File: src/tcoc_pkg.sv
/*
  Package for the 8-bit timer compare output block: register map, field
  positions, reset values, waveform mode codes and shared types.
  Assumes a 32-bit AXI4-Lite register bus with one register per word.
*/
package tcoc_pkg;

  // ----------------------------------------------------------------
  // Register byte offsets
  // ----------------------------------------------------------------
  localparam logic [7:0] OFS_CTRL_A  = 8'h00;
  localparam logic [7:0] OFS_CTRL_B  = 8'h04;
  localparam logic [7:0] OFS_COUNT   = 8'h08;
  localparam logic [7:0] OFS_CMP_A   = 8'h0c;
  localparam logic [7:0] OFS_CMP_B   = 8'h10;
  localparam logic [7:0] OFS_STATUS  = 8'h14;
  localparam logic [7:0] OFS_MASK    = 8'h18;
  localparam logic [7:0] OFS_PRESCL  = 8'h1c;

  // ----------------------------------------------------------------
  // Field positions and reset values
  // ----------------------------------------------------------------
  localparam int         POS_MODE_A     = 6;
  localparam int         POS_MODE_B     = 4;
  localparam int         POS_WAVE_HIGH  = 3;
  localparam logic [7:0] CTRL_A_WMASK   = 8'hf3;
  localparam logic [7:0] CTRL_A_RST     = 8'h00;
  localparam logic [7:0] CTRL_B_RST     = 8'h00;
  localparam logic [7:0] COUNT_RST      = 8'h00;
  localparam logic [7:0] CMP_RST        = 8'h00;
  localparam logic [7:0] PRESCL_RST     = 8'h00;
  localparam logic [7:0] COUNT_MAX      = 8'hff;
  localparam logic [7:0] COUNT_BOTTOM   = 8'h00;
  localparam int         STAT_OVF       = 0;
  localparam int         STAT_MATCH_A   = 1;
  localparam int         STAT_MATCH_B   = 2;

  // ----------------------------------------------------------------
  // Waveform modes and output modes
  // ----------------------------------------------------------------
  localparam logic [2:0] WM_NORMAL     = 3'h0;
  localparam logic [2:0] WM_PC_FF      = 3'h1;
  localparam logic [2:0] WM_CTC        = 3'h2;
  localparam logic [2:0] WM_FAST_FF    = 3'h3;
  localparam logic [2:0] WM_PC_CMPA    = 3'h5;
  localparam logic [2:0] WM_FAST_CMPA  = 3'h7;
  localparam logic [1:0] OM_OFF        = 2'h0;
  localparam logic [1:0] OM_TOGGLE     = 2'h1;
  localparam logic [1:0] OM_CLEAR      = 2'h2;
  localparam logic [1:0] OM_SET        = 2'h3;

  typedef enum logic [2:0] {
    TCOC_KIND_PLAIN = 3'b001,
    TCOC_KIND_FAST  = 3'b010,
    TCOC_KIND_PHASE = 3'b100
  } tcoc_kind_t;

  // Counter events shared with each channel
  typedef struct packed {
    logic tick;
    logic at_top;
    logic count_up;
  } tcoc_cnt_t;

endpackage : tcoc_pkg

File: src/tcoc_top.sv
/*
  8-bit timer with two compare output channels behind an AXI4-Lite slave.
  Holds control, counter, compare values, status with mask, interrupt.
  Assumes one AXI master on clk; pin direction lives in the port block.
*/
// The placing of the registers and the AXI4-Lite interface to the registers were left to the implementer.
// Behaviour
// - A nonzero output mode routes the channel waveform to its pin; in PWM, 01 does so only on channel A with high bit.
// - Plain modes, channel A: off, toggle, clear, set on match.
// - Plain modes, channel B: same encoding as channel A.
// - Fast PWM A: clear/set on match, opposite at TOP; toggle needs high bit.
// - Fast PWM B: clear/set on match, opposite at TOP; 01 reserved.
// - Phase PWM A: 10 clears upward, sets downward; 11 opposite; toggle needs high bit.
// - Phase PWM B: 10 clears upward, sets downward; 11 opposite; 01 reserved.
// - Compare equal to TOP in PWM with upper bit: act at TOP only.
// - Control A bits 3 and 2 read zero and ignore writes.
// - Waveform mode is high bit from control B plus two low bits.
// - Modes 0 and 2: TOP 0xFF or compare A, immediate update, flag at MAX.
// - Modes 1 and 5: phase PWM, update at TOP, flag at BOTTOM.
// - Modes 3 and 7: fast PWM, update at TOP; flag at MAX or TOP.
// - MAX is fixed at 0xFF.
// - Fast PWM counts up to TOP, then clears next tick.
// - Phase PWM reverses at TOP, holding TOP one tick.
`timescale 1ns/10ps
module tcoc_top (
  input  wire logic        clk,
  input  wire logic        rst_n,
  input  wire logic [7:0]  s_axi_awaddr,
  input  wire logic        s_axi_awvalid,
  output logic             s_axi_awready,
  input  wire logic [31:0] s_axi_wdata,
  input  wire logic [3:0]  s_axi_wstrb,
  input  wire logic        s_axi_wvalid,
  output logic             s_axi_wready,
  output logic [1:0]       s_axi_bresp,
  output logic             s_axi_bvalid,
  input  wire logic        s_axi_bready,
  input  wire logic [7:0]  s_axi_araddr,
  input  wire logic        s_axi_arvalid,
  output logic             s_axi_arready,
  output logic [31:0]      s_axi_rdata,
  output logic [1:0]       s_axi_rresp,
  output logic             s_axi_rvalid,
  input  wire logic        s_axi_rready,
  output logic             chan_a_pin,
  output logic             chan_a_pin_oe,
  output logic             chan_b_pin,
  output logic             chan_b_pin_oe,
  output logic             irq
);
  import tcoc_pkg::*;

  // ----------------------------------------------------------------
  // State
  // ----------------------------------------------------------------
  logic [7:0]  ctrl_a_ff, nxt_ctrl_a;
  logic        wave_high_ff, nxt_wave_high;
  logic [7:0]  prescl_ff, nxt_prescl;
  logic [7:0]  pdiv_ff, nxt_pdiv;
  logic [7:0]  count_ff, nxt_count;
  logic        up_ff, nxt_up;
  logic [7:0]  cmp_a_ff, nxt_cmp_a, cmp_a_buf_ff, nxt_cmp_a_buf;
  logic [7:0]  cmp_b_ff, nxt_cmp_b, cmp_b_buf_ff, nxt_cmp_b_buf;
  logic [2:0]  status_ff, nxt_status, mask_ff, nxt_mask, evt;
  logic        irq_ff, nxt_irq;
  logic        aw_ff, nxt_aw, w_ff, nxt_w, bv_ff, nxt_bv, rv_ff, nxt_rv;
  logic [7:0]  awaddr_ff, nxt_awaddr;
  logic [31:0] wdata_ff, nxt_wdata, rdata_ff, nxt_rdata;
  logic [1:0]  bresp_ff, nxt_bresp, rresp_ff, nxt_rresp;
  logic        pin_a_ff, pin_b_ff, oe_a_ff, oe_b_ff, awready_ff, wready_ff, arready_ff;

  logic [2:0]  wave_mode;
  tcoc_kind_t  kind;
  logic [7:0]  top;
  tcoc_cnt_t   cnt;
  logic        match_a, match_b, con_a, con_b, wave_a, wave_b;
  logic        do_wr, do_rd;

  // Decode used for both writes and reads
  function automatic logic addr_known(input logic [7:0] a);
    addr_known = (a == OFS_CTRL_A) || (a == OFS_CTRL_B) || (a == OFS_COUNT) ||
                 (a == OFS_CMP_A) || (a == OFS_CMP_B) || (a == OFS_STATUS) ||
                 (a == OFS_MASK) || (a == OFS_PRESCL);
  endfunction : addr_known

  // ----------------------------------------------------------------
  // Mode decode
  // ----------------------------------------------------------------
  always_comb begin
    wave_mode = {wave_high_ff, ctrl_a_ff[1:0]};
    if (wave_mode == WM_FAST_FF || wave_mode == WM_FAST_CMPA) begin
      kind = TCOC_KIND_FAST;
    end else if (wave_mode == WM_PC_FF || wave_mode == WM_PC_CMPA) begin
      kind = TCOC_KIND_PHASE;
    end else begin
      kind = TCOC_KIND_PLAIN;
    end
    // Compare A as TOP in WM_CTC and modes 4 to 7; fixed MAX otherwise
    top = (wave_mode == WM_CTC || wave_high_ff) ? cmp_a_ff : COUNT_MAX;
    cnt.tick     = (pdiv_ff == prescl_ff);
    cnt.at_top   = (count_ff == top);
    cnt.count_up = up_ff;
    match_a      = (count_ff == cmp_a_ff);
    match_b      = (count_ff == cmp_b_ff);
  end

  tcoc_chan u_chan_a (
    .clk        (clk),
    .rst_n      (rst_n),
    .kind       (kind),
    .wave_high  (wave_high_ff),
    .is_chan_a  (1'b1),
    .out_mode   (ctrl_a_ff[POS_MODE_A +: 2]),
    .cnt        (cnt),
    .match      (match_a),
    .cmp_is_top (cmp_a_ff == top),
    .connect    (con_a),
    .wave       (wave_a)
  );

  tcoc_chan u_chan_b (
    .clk        (clk),
    .rst_n      (rst_n),
    .kind       (kind),
    .wave_high  (wave_high_ff),
    .is_chan_a  (1'b0),
    .out_mode   (ctrl_a_ff[POS_MODE_B +: 2]),
    .cnt        (cnt),
    .match      (match_b),
    .cmp_is_top (cmp_b_ff == top),
    .connect    (con_b),
    .wave       (wave_b)
  );

  // ----------------------------------------------------------------
  // Counter, buffers, status and bus
  // ----------------------------------------------------------------
  always_comb begin
    nxt_ctrl_a    = ctrl_a_ff;
    nxt_wave_high = wave_high_ff;
    nxt_prescl    = prescl_ff;
    nxt_pdiv      = cnt.tick ? 8'h00 : pdiv_ff + 8'h01;
    nxt_count     = count_ff;
    nxt_up        = up_ff;
    nxt_cmp_a     = cmp_a_ff;
    nxt_cmp_b     = cmp_b_ff;
    nxt_cmp_a_buf = cmp_a_buf_ff;
    nxt_cmp_b_buf = cmp_b_buf_ff;
    nxt_status    = status_ff;
    nxt_mask      = mask_ff;
    nxt_aw        = aw_ff;
    nxt_w         = w_ff;
    nxt_awaddr    = awaddr_ff;
    nxt_wdata     = wdata_ff;
    nxt_bv        = bv_ff;
    nxt_bresp     = bresp_ff;
    nxt_rv        = rv_ff;
    nxt_rdata     = rdata_ff;
    nxt_rresp     = rresp_ff;
    evt           = 3'h0;
    if (cnt.tick) begin
      if (kind == TCOC_KIND_PHASE) begin
        // Hold TOP one tick by turning there, not after
        if (up_ff && cnt.at_top) begin
          nxt_up    = 1'b0;
          nxt_count = count_ff - 8'h01;
        end else if (!up_ff && count_ff == COUNT_BOTTOM) begin
          nxt_up    = 1'b1;
          nxt_count = count_ff + 8'h01;
          evt[STAT_OVF] = 1'b1;
        end else begin
          nxt_count = up_ff ? count_ff + 8'h01 : count_ff - 8'h01;
        end
        if (up_ff && cnt.at_top) begin
          nxt_cmp_a = cmp_a_buf_ff;
          nxt_cmp_b = cmp_b_buf_ff;
        end
      end else begin
        nxt_up    = 1'b1;
        nxt_count = cnt.at_top ? COUNT_BOTTOM : count_ff + 8'h01;
        if (kind == TCOC_KIND_FAST && cnt.at_top) begin
          nxt_cmp_a = cmp_a_buf_ff;
          nxt_cmp_b = cmp_b_buf_ff;
        end
        if (wave_mode == WM_FAST_CMPA ? cnt.at_top : count_ff == COUNT_MAX) begin
          evt[STAT_OVF] = 1'b1;
        end
      end
      if (match_a) evt[STAT_MATCH_A] = 1'b1;
      if (match_b) evt[STAT_MATCH_B] = 1'b1;
    end
    if (kind == TCOC_KIND_PLAIN) begin
      nxt_cmp_a = cmp_a_buf_ff;
      nxt_cmp_b = cmp_b_buf_ff;
    end
    if (s_axi_awvalid && !aw_ff) begin
      nxt_aw     = 1'b1;
      nxt_awaddr = s_axi_awaddr;
    end
    if (s_axi_wvalid && !w_ff) begin
      nxt_w     = 1'b1;
      nxt_wdata = s_axi_wdata;
    end
    if (do_wr) begin
      nxt_aw    = 1'b0;
      nxt_w     = 1'b0;
      nxt_bv    = 1'b1;
      nxt_bresp = addr_known(awaddr_ff) ? 2'b00 : 2'b10;
      if (awaddr_ff == OFS_CTRL_A) begin
        nxt_ctrl_a = wdata_ff[7:0] & CTRL_A_WMASK;
      end else if (awaddr_ff == OFS_CTRL_B) begin
        nxt_wave_high = wdata_ff[POS_WAVE_HIGH];
      end else if (awaddr_ff == OFS_COUNT) begin
        nxt_count = wdata_ff[7:0];
      end else if (awaddr_ff == OFS_CMP_A) begin
        nxt_cmp_a_buf = wdata_ff[7:0];
      end else if (awaddr_ff == OFS_CMP_B) begin
        nxt_cmp_b_buf = wdata_ff[7:0];
      end else if (awaddr_ff == OFS_MASK) begin
        nxt_mask = wdata_ff[2:0];
      end else if (awaddr_ff == OFS_PRESCL) begin
        nxt_prescl = wdata_ff[7:0];
      end
    end
    if (bv_ff && s_axi_bready) nxt_bv = 1'b0;
    if (do_rd) begin
      nxt_rv    = 1'b1;
      nxt_rresp = addr_known(s_axi_araddr) ? 2'b00 : 2'b10;
      nxt_rdata = 32'h0000_0000;
      if (s_axi_araddr == OFS_CTRL_A) begin
        nxt_rdata[7:0] = ctrl_a_ff;
      end else if (s_axi_araddr == OFS_CTRL_B) begin
        nxt_rdata[POS_WAVE_HIGH] = wave_high_ff;
      end else if (s_axi_araddr == OFS_COUNT) begin
        nxt_rdata[7:0] = count_ff;
      end else if (s_axi_araddr == OFS_CMP_A) begin
        nxt_rdata[7:0] = cmp_a_buf_ff;
      end else if (s_axi_araddr == OFS_CMP_B) begin
        nxt_rdata[7:0] = cmp_b_buf_ff;
      end else if (s_axi_araddr == OFS_STATUS) begin
        nxt_rdata[2:0] = status_ff;
        // Read clears; events of this cycle are added back below
        nxt_status = 3'h0;
      end else if (s_axi_araddr == OFS_MASK) begin
        nxt_rdata[2:0] = mask_ff;
      end else if (s_axi_araddr == OFS_PRESCL) begin
        nxt_rdata[7:0] = prescl_ff;
      end
    end
    if (rv_ff && s_axi_rready) nxt_rv = 1'b0;
    nxt_status = nxt_status | evt;
    nxt_irq = |(nxt_status & nxt_mask);
  end

  assign do_wr = aw_ff && w_ff && !bv_ff;
  assign do_rd = s_axi_arvalid && !rv_ff;

  always_ff @(posedge clk or negedge rst_n) begin
    if (!rst_n) begin
      ctrl_a_ff    <= CTRL_A_RST;
      wave_high_ff <= 1'b0;
      prescl_ff    <= PRESCL_RST;
      pdiv_ff      <= 8'h00;
      count_ff     <= COUNT_RST;
      up_ff        <= 1'b1;
      cmp_a_ff     <= CMP_RST;
      cmp_b_ff     <= CMP_RST;
      cmp_a_buf_ff <= CMP_RST;
      cmp_b_buf_ff <= CMP_RST;
      status_ff    <= 3'h0;
      mask_ff      <= 3'h0;
      irq_ff       <= 1'b0;
      aw_ff        <= 1'b0;
      w_ff         <= 1'b0;
      awaddr_ff    <= 8'h00;
      wdata_ff     <= 32'h0000_0000;
      bv_ff        <= 1'b0;
      bresp_ff     <= 2'b00;
      rv_ff        <= 1'b0;
      rdata_ff     <= 32'h0000_0000;
      rresp_ff     <= 2'b00;
      pin_a_ff     <= 1'b0;
      pin_b_ff     <= 1'b0;
      oe_a_ff      <= 1'b0;
      oe_b_ff      <= 1'b0;
      awready_ff   <= 1'b1;
      wready_ff    <= 1'b1;
      arready_ff   <= 1'b1;
    end else begin
      ctrl_a_ff    <= nxt_ctrl_a;
      wave_high_ff <= nxt_wave_high;
      prescl_ff    <= nxt_prescl;
      pdiv_ff      <= nxt_pdiv;
      count_ff     <= nxt_count;
      up_ff        <= nxt_up;
      cmp_a_ff     <= nxt_cmp_a;
      cmp_b_ff     <= nxt_cmp_b;
      cmp_a_buf_ff <= nxt_cmp_a_buf;
      cmp_b_buf_ff <= nxt_cmp_b_buf;
      status_ff    <= nxt_status;
      mask_ff      <= nxt_mask;
      irq_ff       <= nxt_irq;
      aw_ff        <= nxt_aw;
      w_ff         <= nxt_w;
      awaddr_ff    <= nxt_awaddr;
      wdata_ff     <= nxt_wdata;
      bv_ff        <= nxt_bv;
      bresp_ff     <= nxt_bresp;
      rv_ff        <= nxt_rv;
      rdata_ff     <= nxt_rdata;
      rresp_ff     <= nxt_rresp;
      pin_a_ff     <= wave_a;
      pin_b_ff     <= wave_b;
      oe_a_ff      <= con_a;
      oe_b_ff      <= con_b;
      awready_ff   <= !nxt_aw;
      wready_ff    <= !nxt_w;
      arready_ff   <= !nxt_rv;
    end
  end

  // Ready is a registered "slot empty" flag so it comes from a flop
  assign s_axi_awready = awready_ff;
  assign s_axi_wready  = wready_ff;
  assign s_axi_arready = arready_ff;
  assign s_axi_bvalid  = bv_ff;
  assign s_axi_bresp   = bresp_ff;
  assign s_axi_rvalid  = rv_ff;
  assign s_axi_rdata   = rdata_ff;
  assign s_axi_rresp   = rresp_ff;
  assign chan_a_pin    = pin_a_ff;
  assign chan_a_pin_oe = oe_a_ff;
  assign chan_b_pin    = pin_b_ff;
  assign chan_b_pin_oe = oe_b_ff;
  assign irq           = irq_ff;

endmodule : tcoc_top

File: src/tcoc_chan.sv
/*
  One compare output channel: decides the pin action per compare match,
  TOP and direction, and holds the waveform flip-flop.
  Assumes tick, top and match strobes come from the same clock.
*/
`timescale 1ns/10ps
module tcoc_chan (
  input  wire logic                  clk,
  input  wire logic                  rst_n,
  input  wire tcoc_pkg::tcoc_kind_t  kind,
  input  wire logic                  wave_high,
  input  wire logic                  is_chan_a,
  input  wire logic [1:0]            out_mode,
  input  wire tcoc_pkg::tcoc_cnt_t   cnt,
  input  wire logic                  match,
  input  wire logic                  cmp_is_top,
  output logic                       connect,
  output logic                       wave
);
  import tcoc_pkg::*;

  logic wave_ff;
  logic nxt_wave;
  logic hit;

  // ----------------------------------------------------------------
  // Pin action
  // ----------------------------------------------------------------
  always_comb begin
    nxt_wave = wave_ff;
    connect  = (out_mode != OM_OFF);
    // Toggle in PWM exists only on channel A with the high mode bit
    if (kind != TCOC_KIND_PLAIN && out_mode == OM_TOGGLE && !(is_chan_a && wave_high)) begin
      connect = 1'b0;
    end
    // Match on TOP is ignored for PWM set/clear; TOP action alone applies
    hit = match && !(kind != TCOC_KIND_PLAIN && out_mode[1] && cmp_is_top);
    if (cnt.tick && connect) begin
      case (kind)
        TCOC_KIND_PLAIN: begin
          if (hit) begin
            case (out_mode)
              OM_TOGGLE: nxt_wave = !wave_ff;
              OM_CLEAR:  nxt_wave = 1'b0;
              OM_SET:    nxt_wave = 1'b1;
              default:   nxt_wave = wave_ff;
            endcase
          end
        end
        TCOC_KIND_FAST: begin
          if (out_mode == OM_TOGGLE) begin
            if (hit) nxt_wave = !wave_ff;
          end else if (cnt.at_top) begin
            nxt_wave = (out_mode == OM_CLEAR);
          end else if (hit) begin
            nxt_wave = (out_mode == OM_SET);
          end
        end
        TCOC_KIND_PHASE: begin
          if (out_mode == OM_TOGGLE) begin
            if (hit) nxt_wave = !wave_ff;
          end else if (out_mode[1] && cmp_is_top && cnt.at_top) begin
            nxt_wave = (out_mode == OM_CLEAR);
          end else if (hit) begin
            nxt_wave = (out_mode == OM_SET) ~^ cnt.count_up;
          end
        end
        default: nxt_wave = wave_ff;
      endcase
    end
  end

  always_ff @(posedge clk or negedge rst_n) begin
    if (!rst_n) begin
      wave_ff <= 1'b0;
    end else begin
      wave_ff <= nxt_wave;
    end
  end

  assign wave = wave_ff;

endmodule : tcoc_chan

File: config.mk
export PLATFORM = sky130hd
export DESIGN_NAME = tcoc_top
export DESIGN_NICKNAME = d
export VERILOG_FILES = /design/src/tcoc_pkg.sv /design/src/tcoc_top.sv /design/src/tcoc_chan.sv
export SDC_FILE = /design/constraint.sdc
export NUM_CORES = 1
export LEC_CHECK = 0
export BUFFER_PORTS_ARGS = -buffer_cell sky130_fd_sc_hd__buf_2
export CAP_MARGIN = 30
export CORE_MARGIN = 2
export CORE_UTILIZATION = 36
export CTS_BUF_LIST = sky130_fd_sc_hd__clkbuf_8
export CTS_CLUSTER_SIZE = 28
export DETAILED_ROUTE_END_ITERATION = 10
export RECOVER_POWER = 100
export SYNTH_ARGS = -nofsm -noshare
export SYNTH_HDL_FRONTEND = slang
export SYNTH_SLANG_ARGS = --single-unit
File: constraint.sdc
create_clock -name clk -period 2.4 [get_ports clk]
set_input_delay 0.48 -clock clk [delete_from_list [all_inputs] [get_ports clk]]
set_output_delay 0.48 -clock clk [all_outputs]
set_load 0.05 [all_outputs]
==> metrics <==
status finished with violations; failing checks max-capacitance violations, max-slew violations; Hold Slack around 0.26 ns; Synth Register Bits between 100 and 150; Worst EP arrival between 2 and 3 ns; crit-path leading delay family simple AND/OR/NAND/NOR gates; critical path capture point type flop; commonest non-fill, non-tap cell in the layout dfrtp_1; Routed WL about 17000 um; area added between synthesis and finish 14.7%; cts-stage hold buffer count 0; initial antenna violation count 0; Pre-antenna DRT Iters 5; Nets around 800; Final Max Tran Viols 24; Critical Path, Cell by Cell buf_4 > or4_1 > nor3_2 > nor2_1 > nor3_2 > buf_4 > a22o_1 > nand2_1 > nand2_1; Setup Skew 0.0175 ns; GPL Wtd Cong around 0.90; CTS max path bufs 2; warnings from Yosys 0; vias in the first global route 4862; min-delay worst type input port to flop; slew margin rel. -5.91%; Setup TNS 0 ns; largest net degree at the start of global routing 38; # DRC 0; min Tclk post-route between 2 and 2.5 ns; total CTS buffers 9; Fin. Hold Viols 0; Req. time, crit path about 2.7 ns; die width approximately 140 um; Crit Path Category flop to flop; Max stage delay on crit path around 0.56 ns; Initial Utilization 36.4%; Iter 0 DRT Violations 478; via density per instance roughly 5.3; IO Pins 105; global-route wire length before repair 27700 um; Peak supply drop 0.000579 V; fmax roughly 0.43 GHz; worst slack, placed -0.00287 ns; synth unique cells between 70 and 80; row cnt 49; Max-Cap Viols 1; WL/cell around 18 um; CP startpoint kind flop; Worst-path clk slew about 0.11 ns; Post-Synthesis Cells between 600 and 700; number of port buffers 50; final cycle utilization of the critical path a little over nine tenths; full die area between 15000 and 20000 um2; layout cells sized above 1 26.6%; hpwl dp ~13000 um; Design Power 0.00780 W; power per cell area 1050 nW/um2; crit path max fanout 7; CP Buf/Inv Count 2; worst-skew pair later-pin latency approximately 0.4 ns; H-tree depth 3; Worst-Margin Slew approximately 1.6 ns; Post-synth top flop dfrtp_1; Post-Syn Area between 6000 and 7000 um2; Routed Antenna Nets 0; Seq/Total Area, Yosys approximately 42%; Sink Count 110; clk root buf clkbuf_8; total track usage 18.4%; Async SR Flop Fraction 100%; commonest non-fill, non-tap cells in the layout 102 x dfrtp_1, 54 x nor2_1, 54 x nand2_1; die height about 140 um; Final WS setup 0.0637 ns; EDFF count, synth 0; Slowest-stage cell, CP or4_1; core box area approximately 18000 um2; vias after detailed routing 5163; global route overflow 0; Synth Area per Inst just under 10 um2; Setup violations, final 0; diode count 0; LEAKAGE 3.41 nW; final core utilization a little over two fifths; CTS tree built
-- registers in the layout, indices dropped and copies added (netlist names), 3 cells and up --
| signal | flops |
|---|---|
| awaddr_ff | 8 |
| cmp_a_buf_ff | 8 |
| cmp_a_ff | 8 |
| cmp_b_buf_ff | 8 |
| cmp_b_ff | 8 |
| count_ff | 8 |
| pdiv_ff | 8 |
| prescl_ff | 8 |
| s_axi_rdata | 8 |
| wdata_ff | 8 |
| ctrl_a_ff | 6 |
| mask_ff | 3 |
| status_ff | 3 |
-- kinds of logic after synthesis --
group	synth area share, %
AO/OA/AOI/OAI	12.9
XOR/XNOR	5.12
adder cells (fa/ha/maj)	2.12
buffers and inverters	7.34
flip-flops	42.5
multiplexers	14.0
other	0.0577
AND/OR/NAND/NOR	16.0
-- power breakdown --
| part | internal, W | switching (W) |
|---|---|---|
| combinational | 0.00156 | 0.00205 |
| sequential | 0.00240 | 0.000735 |
| clock | 0.000381 | 0.000668 |
-- final timing paths --
kind / slack [ns] / to / cells past startpoint / startpoint
worst min register to register: 0.41 / chan_a_pin / 0 / u_chan_a.wave
worst min-delay path: 0.26 / s_axi_bvalid / 2 / s_axi_bready
max in group asynchronous: 0.64 / s_axi_arready / 2 / rst_n
min in group asynchronous: 0.48 / chan_b_pin / 1 / rst_n
worst max register to register: 0.06 / irq / 9 / count_ff[5]
worst max-delay path: 0.06 / irq / 9 / count_ff[5]
-- stage by stage --
step	instance area (um2)	instances
6_report	7450	976
5_1_grt	7450	976
4_1_cts	7420	974
3_5_place_dp	7240	958
3_3_place_gp	7240	958
2_1_floorplan	6590	681
-- synthesized netlist by cell type, types with 3 or more instances --
cell type / count / area, um2
o31ai_1: 4 / 30.0
a31oi_1: 6 / 37.5
xor2_1: 27 / 236
nor2_1: 55 / 206
mux4_2: 3 / 67.6
ha_1: 11 / 138
dfrtp_1: 106 / 2650
or3_1: 5 / 31.3
o21ai_0: 39 / 195
xnor2_1: 11 / 96.3
and4_1: 3 / 26.3
nand4_1: 11 / 68.8
and3_1: 6 / 37.5
a21oi_1: 23 / 115
nand2b_1: 7 / 43.8
mux2_4: 11 / 165
nor4_1: 6 / 37.5
mux2_2: 54 / 608
inv_1: 28 / 105
a22oi_1: 6 / 45.0
buf_4: 28 / 210
buf_1: 3 / 11.3
nand2_1: 55 / 206
nor3_1: 17 / 85.1
nand3_1: 23 / 115
nor2b_1: 7 / 43.8
o2111ai_1: 5 / 43.8
clkbuf_1: 16 / 60.1
mux2i_1: 7 / 70.1
o211ai_1: 4 / 30.0
buf_2: 9 / 45.0
dfstp_2: 4 / 105
-- repair_timing --
item,4_1_cts,5_1_grt
buffers inserted,0,2
endpoints found under the setup margin,1,25
resized for setup,1,16
pin swaps,0,4
-- per-layer routing --
metal  GRT usage [%]  vias to the layer above  wire length, um
met4            3.65                        0              192
met3            3.50                       14              787
met5               0                        -                0
met2            30.7                      148             8510
li1                -                     2449                -
met1            25.2                     2552             7860
-- final cells by class --
type                    count  area [um2]
well taps                 229         287
fillers                  1729       10400
inverters                  30         113
repair buffers            109         698
clock buffers               9         124
clock inverters             7        51.3
multi-input cells         482        3410
flip-flops and latches    110        2760
Note: power is estimated with default switching activity, not from simulation.
